===== src/hdl/vft_pkg.sv =====
package vft_pkg;

    // Register offsets. The total and active register sits just below the blank window.
    localparam logic [15:0] VFT_OFS_TOTAL_ACTIVE = 16'h8340;
    localparam logic [15:0] VFT_OFS_BLANK_WIN    = 16'h8344;
    localparam logic [15:0] VFT_OFS_CRT_SYNC_WIN = 16'h8348;
    localparam logic [15:0] VFT_OFS_PANEL_SYNC   = 16'h834C;
    localparam logic [15:0] VFT_OFS_LINE_COUNT   = 16'h8354;
    localparam logic [15:0] VFT_OFS_CONTROL      = 16'h8360;

    // Field layout shared by all window registers.
    localparam int VFT_LO_MSB = 10;
    localparam int VFT_HI_LSB = 16;
    localparam int VFT_HI_MSB = 26;
    localparam int VFT_LW     = 11;
    localparam int VFT_CTL_INTERLACE = 0;
    localparam int VFT_CTL_ENABLE    = 1;

    localparam logic [10:0] VFT_LINE_ZERO = 11'h000;
    localparam logic [10:0] VFT_LINE_ONE  = 11'h001;
    localparam logic [31:0] VFT_WORD_ZERO = 32'h0000_0000;
    localparam logic [31:0] VFT_WIN_MASK  = 32'h07FF_07FF;
    localparam logic [31:0] VFT_CTL_MASK  = 32'h0000_0003;

    // Register bus request.
    typedef struct packed {
        logic [15:0] addr;
        logic [31:0] wdata;
        logic        wr;
        logic        rd;
    } vft_bus_req_t;

    // Low and high line values of one window register.
    typedef struct packed {
        logic [10:0] hi;
        logic [10:0] lo;
    } vft_win_t;

    // Display outputs.
    typedef struct packed {
        logic vblank;
        logic crt_vsync;
        logic panel_vsync;
        logic frame_start;
    } vft_disp_t;

endpackage : vft_pkg


===== src/hdl/vft_line_counter.sv =====
`timescale 1ns/1ps
`default_nettype none
module vft_line_counter
    import vft_pkg::*;
(
    // Clock and reset.
    input  wire logic        core_clk,
    input  wire logic        rst,
    input  wire logic        clk_en,
    // Control.
    input  wire logic        run,
    input  wire logic        interlace,
    input  wire logic        line_strobe,
    input  wire logic        half_strobe,
    input  wire logic [10:0] total,
    // Count.
    output logic [10:0]      count,
    output logic             frame_end
);

    typedef struct packed {
        logic [10:0] cnt;
        logic        fend;
    } vft_cnt_state_t;

    vft_cnt_state_t s_q;
    vft_cnt_state_t s_d;
    logic           step;

    always_comb begin
        s_d  = s_q;
        // Interlaced mode counts on the line strobe and the mid-line strobe.
        step = line_strobe | (interlace & half_strobe);
        s_d.fend = 1'b0;
        if (!run) begin
            s_d.cnt = VFT_LINE_ZERO;
        end else if (step) begin
            // Frame ends after total plus one counts.
            if (s_q.cnt >= total) begin
                s_d.cnt  = VFT_LINE_ZERO;
                s_d.fend = 1'b1;
            end else begin
                s_d.cnt = s_q.cnt + VFT_LINE_ONE;
            end
        end
    end

    always_ff @(posedge core_clk) begin
        if (rst) begin
            s_q <= '0;
        end else if (clk_en) begin
            s_q <= s_d;
        end
    end

    assign count     = s_q.cnt;
    assign frame_end = s_q.fend;

endmodule : vft_line_counter
`default_nettype wire


===== src/hdl/vft_window.sv =====
`timescale 1ns/1ps
`default_nettype none
module vft_window
    import vft_pkg::*;
(
    // Clock and reset.
    input  wire logic        core_clk,
    input  wire logic        rst,
    input  wire logic        clk_en,
    // Compare.
    input  wire logic        run,
    input  wire logic        step,
    input  wire logic [10:0] count,
    input  wire vft_win_t    win,
    // Result.
    output logic             level
);

    typedef struct packed {
        logic lvl;
    } vft_win_state_t;

    vft_win_state_t s_q;
    vft_win_state_t s_d;

    // The output changes on the counter step taken while the count equals the programmed value.
    always_comb begin
        s_d = s_q;
        if (!run) begin
            s_d.lvl = 1'b0;
        end else if (step) begin
            if (count == win.lo) begin
                s_d.lvl = 1'b1;
            end else if (count == win.hi) begin
                s_d.lvl = 1'b0;
            end
        end
    end

    always_ff @(posedge core_clk) begin
        if (rst) begin
            s_q <= '0;
        end else if (clk_en) begin
            s_q <= s_d;
        end
    end

    assign level = s_q.lvl;

endmodule : vft_window
`default_nettype wire


===== src/hdl/vft_vertical_timing.sv =====
// Contract
// Frame lasts the programmed total plus one lines, then restarts.
// Software programs an even total when interlaced, giving an odd line count.
// Lines past the active count are border or blanked lines.
// Software shifts blank and sync values by half the panel shortfall to centre.
// Software programs an even active line count when interlaced.
// Blank output drops at the programmed end line.
// Blank output rises at the programmed start line.
// Interlaced blanking spans from active count to total, with no border.
// CRT vertical sync drops at its programmed end line.
// CRT vertical sync rises at its programmed start line.
// Interlaced counter advances twice per line, so sync may start mid-line.
// Panel sync ends at its programmed value, offset by two lines; the code applies no offset to the end value.
// Internal panel sync passes a latch stage before reaching the panel.
// Panel sync start compares against the counter like the end value.
// Counter clears at frame end, advances per line strobe or twice when interlaced.
//
// Strobed register access is this design's own decision.
`timescale 1ns/1ps
`default_nettype none
module vft_vertical_timing
    import vft_pkg::*;
(
    // Clock and reset.
    input  wire logic          core_clk,
    input  wire logic          rst,
    input  wire logic          clk_en,
    // Register port.
    input  wire vft_bus_req_t  bus_req,
    output logic [31:0]        rdata,
    // Horizontal timing strobes.
    input  wire logic          line_strobe,
    input  wire logic          half_strobe,
    // Display outputs.
    output vft_disp_t          disp,
    output logic [10:0]        line_count
);

    typedef struct packed {
        logic [31:0] tot_act;
        logic [31:0] blank_win;
        logic [31:0] crt_win;
        logic [31:0] panel_win;
        logic [1:0]  ctl;
        logic [31:0] rdata;
        logic        panel_out;
        vft_disp_t   disp;
        logic [10:0] line;
    } vft_top_state_t;

    vft_top_state_t s_q;
    vft_top_state_t s_d;

    logic        run;
    logic        ilace;
    logic        step;
    logic [10:0] count;
    logic        frame_end;
    logic        blank_lvl;
    logic        crt_lvl;
    logic        panel_lvl;
    vft_win_t    blank_w;
    vft_win_t    crt_w;
    vft_win_t    panel_w;

    function automatic vft_win_t vft_split(input logic [31:0] r);
        vft_win_t w;
        w.hi = r[VFT_HI_MSB:VFT_HI_LSB];
        w.lo = r[VFT_LO_MSB:0];
        return w;
    endfunction : vft_split

    assign run   = s_q.ctl[VFT_CTL_ENABLE];
    assign ilace = s_q.ctl[VFT_CTL_INTERLACE];
    assign step  = line_strobe | (ilace & half_strobe);

    always_comb begin
        // Interlaced blanking follows active and total directly.
        if (ilace) begin
            blank_w.lo = s_q.tot_act[VFT_LO_MSB:0];
            blank_w.hi = s_q.tot_act[VFT_HI_MSB:VFT_HI_LSB];
        end else begin
            blank_w = vft_split(s_q.blank_win);
        end
    end

    assign crt_w   = vft_split(s_q.crt_win);
    assign panel_w = vft_split(s_q.panel_win);

    vft_line_counter u_cnt (
        .core_clk    (core_clk),
        .rst         (rst),
        .clk_en      (clk_en),
        .run         (run),
        .interlace   (ilace),
        .line_strobe (line_strobe),
        .half_strobe (half_strobe),
        .total       (s_q.tot_act[VFT_HI_MSB:VFT_HI_LSB]),
        .count       (count),
        .frame_end   (frame_end)
    );

    // Blank rises at start value and falls at end value.
    vft_window u_blank (
        .core_clk (core_clk),
        .rst      (rst),
        .clk_en   (clk_en),
        .run      (run),
        .step     (step),
        .count    (count),
        .win      (blank_w),
        .level    (blank_lvl)
    );

    // CRT sync follows its window on every count, including mid-line ones.
    vft_window u_crt (
        .core_clk (core_clk),
        .rst      (rst),
        .clk_en   (clk_en),
        .run      (run),
        .step     (step),
        .count    (count),
        .win      (crt_w),
        .level    (crt_lvl)
    );

    // Internal panel sync uses the same compare for start and end.
    vft_window u_panel (
        .core_clk (core_clk),
        .rst      (rst),
        .clk_en   (clk_en),
        .run      (run),
        .step     (step),
        .count    (count),
        .win      (panel_w),
        .level    (panel_lvl)
    );

    always_comb begin
        s_d = s_q;
        s_d.rdata = VFT_WORD_ZERO;
        if (bus_req.wr) begin
            case (bus_req.addr)
                VFT_OFS_TOTAL_ACTIVE: s_d.tot_act   = bus_req.wdata & VFT_WIN_MASK;
                VFT_OFS_BLANK_WIN:    s_d.blank_win = bus_req.wdata & VFT_WIN_MASK;
                VFT_OFS_CRT_SYNC_WIN: s_d.crt_win   = bus_req.wdata & VFT_WIN_MASK;
                VFT_OFS_PANEL_SYNC:   s_d.panel_win = bus_req.wdata & VFT_WIN_MASK;
                VFT_OFS_CONTROL:      s_d.ctl       = bus_req.wdata[1:0];
                default: ;
            endcase
        end
        if (bus_req.rd) begin
            case (bus_req.addr)
                VFT_OFS_TOTAL_ACTIVE: s_d.rdata = s_q.tot_act;
                VFT_OFS_BLANK_WIN:    s_d.rdata = s_q.blank_win;
                VFT_OFS_CRT_SYNC_WIN: s_d.rdata = s_q.crt_win;
                VFT_OFS_PANEL_SYNC:   s_d.rdata = s_q.panel_win;
                VFT_OFS_LINE_COUNT:   s_d.rdata = {21'h0, count};
                VFT_OFS_CONTROL:      s_d.rdata = {30'h0, s_q.ctl};
                default:              s_d.rdata = VFT_WORD_ZERO;
            endcase
        end
        // Panel sync passes one latch stage before the output register.
        s_d.panel_out        = panel_lvl;
        s_d.disp.panel_vsync = s_q.panel_out;
        s_d.disp.vblank      = blank_lvl;
        s_d.disp.crt_vsync   = crt_lvl;
        s_d.disp.frame_start = frame_end;
        s_d.line             = count;
    end

    always_ff @(posedge core_clk) begin
        if (rst) begin
            s_q <= '0;
        end else if (clk_en) begin
            s_q <= s_d;
        end
    end

    assign rdata      = s_q.rdata;
    assign disp       = s_q.disp;
    assign line_count = s_q.line;

endmodule : vft_vertical_timing
`default_nettype wire


===== config.mk =====
export PLATFORM = sky130hd
export DESIGN_NAME = vft_vertical_timing
export DESIGN_NICKNAME = d
export VERILOG_FILES = /design/src/hdl/vft_pkg.sv /design/src/hdl/vft_line_counter.sv /design/src/hdl/vft_window.sv /design/src/hdl/vft_vertical_timing.sv
export SDC_FILE = /design/constraint.sdc
export NUM_CORES = 1
export LEC_CHECK = 0
export BUFFER_PORTS_ARGS = -buffer_cell sky130_fd_sc_hd__buf_2
export CAP_MARGIN = 15
export CORE_MARGIN = 2
export CORE_UTILIZATION = 58
export CTS_CLUSTER_SIZE = 40
export DETAILED_ROUTE_END_ITERATION = 8
export PLACE_DENSITY = 0.8
export SLEW_MARGIN = 20
export SYNTH_ARGS = -nofsm -noshare
export SYNTH_HDL_FRONTEND = slang
export SYNTH_HIERARCHICAL = 1
export SYNTH_SLANG_ARGS = --single-unit

===== constraint.sdc =====
create_clock -name core_clk -period 2.55 [get_ports core_clk]
set_input_delay 0.1275 -clock core_clk [delete_from_list [all_inputs] [get_ports core_clk]]
set_output_delay 0.1275 -clock core_clk [all_outputs]
set_load 0.1 [all_outputs]

# After elaboration in Yosys (flattened, before gate mapping)
# Index checks and enable logic that the tools add are counted.
[classes] n_addsub=1 magnitude_cmp=1 n_eq_ne=16 muxes=20 bitwise_logic=2 n_reduce_logical=9
[ops] cell="case mux 27 bit (6 select lines)" count=1
[ops] cell="equality test 16 bit, second input constant" count=6
[ops] cell="equality test 11 bit" count=6
[ops] cell="2-to-1 mux 27 bit" count=1
[ops] cell="AND reduction 3 bit" count=8
[ops] cell="2-to-1 mux 11 bit" count=2
[ops] cell="2-to-1 mux 22 bit" count=1
[ops] cell="2-to-1 mux 1 bit" count=14
[ops] cell="2-to-1 mux 12 bit" count=1
[ops] cell="adder 11 x 1 -> 11 bit, second input constant" count=1
[ops] cell=">= comparator 11 bit" count=1
[ops] cell="!= test 3 x 1 -> 1 bit, second input constant" count=3
[ops] cell="!= test 2 x 1 -> 1 bit, second input constant" count=1
[ops] cell="AND reduction 2 bit" count=1
[ops] cell="bitwise AND 1 bit" count=1
[ops] cell="OR 1 bit" count=1
[word_totals] reg_bits=153 input_bits=55 out_inout_bits=47 word_cells=66

# Longest topological paths before layout
[depth] ltp_word=6 mapped_depth=8 ltp_nobuf=7

# By module
# Netlist, hierarchy kept.
[by_module_without_submodules] mod="vft_vertical_timing" n_inst=1 cells_per_inst=699 area_each_um2=5896.9 seq_area_each_um2=2562.5
[by_module_without_submodules] mod="vft_line_counter" n_inst=1 cells_per_inst=111 area_each_um2=908.4 seq_area_each_um2=240.2
[by_module_without_submodules] mod="vft_window" n_inst=3 cells_per_inst=36 area_each_um2=300.3 seq_area_each_um2=20.0

# Least setup slack after synthesis
# OpenSTA, ideal clock, no wires.
[synth_timing] kind="flip-flop to flip-flop" from="register s_q (netlist bit ilace)" to="register u_blank.s_q, in the netlist u_blank/level" setup_ps=117 arrival_time_ps=2216 required_ps=2433 slack_ps=217 stages_incl_launch_ff=8 path_buffers=2 period_less_slack_ps=2333 path_cell_list="dfxtp_1 -> clkbuf_1 -> clkbuf_1 -> mux2_2 -> xor2_1 -> or4_4 -> nor3_2 -> o21ai_1"
[synth_lines] element="from (decl)" line_no="vft_vertical_timing.sv:51" rtl="vft_top_state_t s_q;"
[synth_lines] element="from (signal assigned)" line_no="vft_vertical_timing.sv:174" rtl="s_q <= '0;"
[synth_lines] element="from (signal assigned)" line_no="vft_vertical_timing.sv:176" rtl="s_q <= s_d;"
[synth_lines] element="to (signal assigned)" line_no="vft_window.sv:42" rtl="s_q <= '0;"
[synth_lines] element="to (signal assigned)" line_no="vft_window.sv:44" rtl="s_q <= s_d;"
[synth_lines] element="to (decl)" line_no="vft_window.sv:23" rtl="vft_win_state_t s_q;"

==> out/metrics.cfg <==
[run]
cap_viol_max_count = 0

[floorplanning]
placementRows = 42
die-area_mm2 = 0.0142
fp.dieH_um = 119
core_region_area_mm2 = 0.0131
initial_core_util_pct = 58.9
io_pins = 102
dieWidth_um = 119

[critical_path]
cp_max_fo = 11
endpoint = u_blank/level$_SDFFE_PP0P_
critical_path_buf_inv_count = 1
setup.worst_path.end_class = register
cp_num_cells = 6
slowest_stage = dfxtp_1
worstSetupPathType = register to register
critical_path_required_ns = 2.91
rr_endpoint = u_blank/level$_SDFFE_PP0P_
r2r_setup_slack_ns = 0.26
critPathLaunchType = register
cp_slowest_stage_delay_ns = 0.68
cp.arrival_ns = 2.65
reg2reg_depth = 6
crit_family = flip-flops
crit_start = ilace$_SDFFE_PP0P_
path_cells = buf_4 > mux2_2 > xor2_1 > nor4_1 > nand4_1 > o21ai_1
rr_startpoint = ilace$_SDFFE_PP0P_

[final_layout]
area_delta_synth_final_pct = 15.4
diodes = 0
multiInputGateArea_mm2 = 0.00422
nets = 1055
seq_area_mm2 = 0.00286
final_common_cell = nand2_1
final_util_pct = 67.9
n_fill_cell = 1009
drive_above_1_share_pct = 19.8
final_cell_mix = nand2_1 (214), dfxtp_1 (143), a21oi_1 (94), buf_2 (80), xor2_1 (45)

[routing]
drt_iter0_markers = 916
wl_per_cell_um = 19.0
wl_mm = 22.4
drc = 0
postRouteAntennaNets = 0
vias = 7108
vias_per_cell = 6.04
dr.pass1.iters = 8

[timing]
worst_pin_slew_ns = 0.854
drv_slew = 0
finalCritPeriodShare_pct = 89.7
hold_viol = 0
whs_ns = 0.0174
fin_tns_setup_ns = 0
setup_viol_count_final = 0
rsz0062_at_grt = false
slew_headroom_pct = 43.1
post-route-min-period_ns = 2.29
fin_skew_ns = 0.00874
fmaxAchievable_mhz = 437

[pwr]
p_leak_uw = 0.00358
total_power_uw = 4980
peakVddDrop_mv = 0.566
powerDensity_mw_per_mm2 = 560

[clock_tree]
clock_sinks = 143
htree_num_levels = 4
cts_made_buffers = 17
clock-root-buffer = clkbuf_16
clk_pin_slew_ns = 0.06
post_cts_buffers = 0
insertion_delay_ns = 0.43
cts_tree = yes
ctsLongestPathBuffers = 2

[grt]
grt_pass1_vias = 6795
grt_pass1_wl_mm = 35.0
gr-total-overflow = 0
grt_usage_pct = 31.5
grt_max_degree = 68
antenna_found_initial = 0

[logic_synthesis]
syn_inst = 918
ys_async_sr_fraction_pct = 0
synth_cell_types = 64
synth_area_per_cell_um2 = 8.39
yosysWarnings = 6
ys_seq_area_share_pct = 37.1
syn_area_mm2 = 0.00771
synth_seq_cells = 143
synth_edf_count = 0
synth_flop_cell = dfxtp_1

[place]
gp_congestion = 0.945
port_buffers = 81
hpwl_mm = 14.3

[run_status]
status = finished, final reports clean

[min_path]
hold_path.class = primary input to register

-- logic make-up (layout without fill, tap and decap cells) --
| group | Yosys count | after routing | share of synthesized area (%) |
|---|---|---|---|
| AO/OA/AOI/OAI | 191 | 191 | 15.5 |
| XOR/XNOR | 72 | 72 | 8.18 |
| adder cells (fa/ha/maj) | 12 | 12 | 1.95 |
| buffers and inverters | 112 | 185 | 8.67 |
| flip-flops | 143 | 143 | 37.1 |
| multiplexers | 47 | 47 | 6.45 |
| other | 1 | 10 | 0.0487 |
| AND/OR/NAND/NOR | 340 | 340 | 22.0 |
-- cells in the mapped netlist, drive strengths merged, types with 2 or more instances --
cell,instances,area [um2]
nand2,215,810
dfxtp,143,2860
a21oi,97,497
buf,72,518
xor2,45,394
nor2,34,128
o21ai,30,150
xnor2,27,236
mux2i,26,260
clkbuf,25,93.8
mux2,21,236
nor4,16,185
inv,15,56.3
nand4,15,93.8
a211oi,13,103
a22o,12,105
ha,12,150
nand3,12,72.6
a221oi,11,96.3
nor3,11,81.3
a32o,8,80.1
a21o,5,37.5
nand2b,5,31.3
or4b,5,53.8
a31oi,4,25.0
and2b,4,31.3
nand3b,4,30.0
nor4b,4,50.1
or4,4,41.3
a22oi,3,22.5
and3,3,23.8
a222oi,2,20.0
nor2b,2,12.5
-- routing by layer --
metal / part of all wire (%) / track usage [%] / up-vias / wire, um
met5: 0 / 0 / - / 0
met4: 3.8 / 15.6 / 0 / 856
met3: 9.3 / 6.66 / 79 / 2080
met2: 46 / 50.3 / 394 / 10300
met1: 41 / 40.4 / 3379 / 9140
li1: - / - / 3256 / -
-- repair_timing --
action                                 CTS  global route
resized for setup                        0             0
endpoints found under the hold margin   76             0
hold buffers                            21             0
-- registers in the layout, summed over array words and instances (netlist names) --
register         count
run                  1
u_cnt/count         11
u_blank/level        1
crt_w               22
line_count          11
s_q                 44
u_crt/level          1
ilace                1
rdata               22
u_panel/level        1
s_d                  1
u_cnt/frame_end      1
disp                 4
panel_w             22
-- cell type report --
type / count / area share, %
Multi-Input combinational cell: 672 / 47.5
Clock inverter: 9 / 1.22
Sequential cell: 143 / 32.2
Clock buffer: 22 / 5.45
Inverter: 15 / 0.633
Tap cell: 176 / 2.48
Timing Repair Buffer: 139 / 10.5
-- per-stage QoR --
step	area, um2	setup WS, ns	std cells
after floorplan	7740	0.217	927
after global placement	8090	0.287	1124
after detailed placement	8090	0.237	1124
after CTS	8890	0.289	1176
after global routing	8890	0.183	1176
final	8890	0.262	1176
-- worst min path at each step --
| stage | from | endpoint | cells past startpoint |
|---|---|---|---|
| floorplan | bus_req[2] | crt_w[0]$_SDFFE_PP0P_ | 2 |
| global placement | bus_req[21] | s_q[133]$_SDFFE_PP0P_ | 3 |
| detailed placement | bus_req[24] | crt_w[17]$_SDFFE_PP0P_ | 3 |
| CTS | bus_req[11] | crt_w[9]$_SDFFE_PP0P_ | 3 |
| global route | bus_req[11] | s_q[155]$_SDFFE_PP0P_ | 3 |
| finish | bus_req[11] | crt_w[9]$_SDFFE_PP0P_ | 3 |
-- power by group --
group	switching [uW]	leakage [uW]	internal (uW)
sequential	0.00636	0.00115	2230
combinational	186	0.00215	79.0
clock	946	0.000280	1530
-- worst register-to-register path, cell delays in order, from the launching register on --
cell and delay (ns):
dfxtp_1 0.68, buf_4 0.34, mux2_2 0.38, xor2_1 0.17, nor4_1 0.39, nand4_1 0.15, o21ai_1 0.10
No activity file was read; power rests on OpenSTA's default activity.
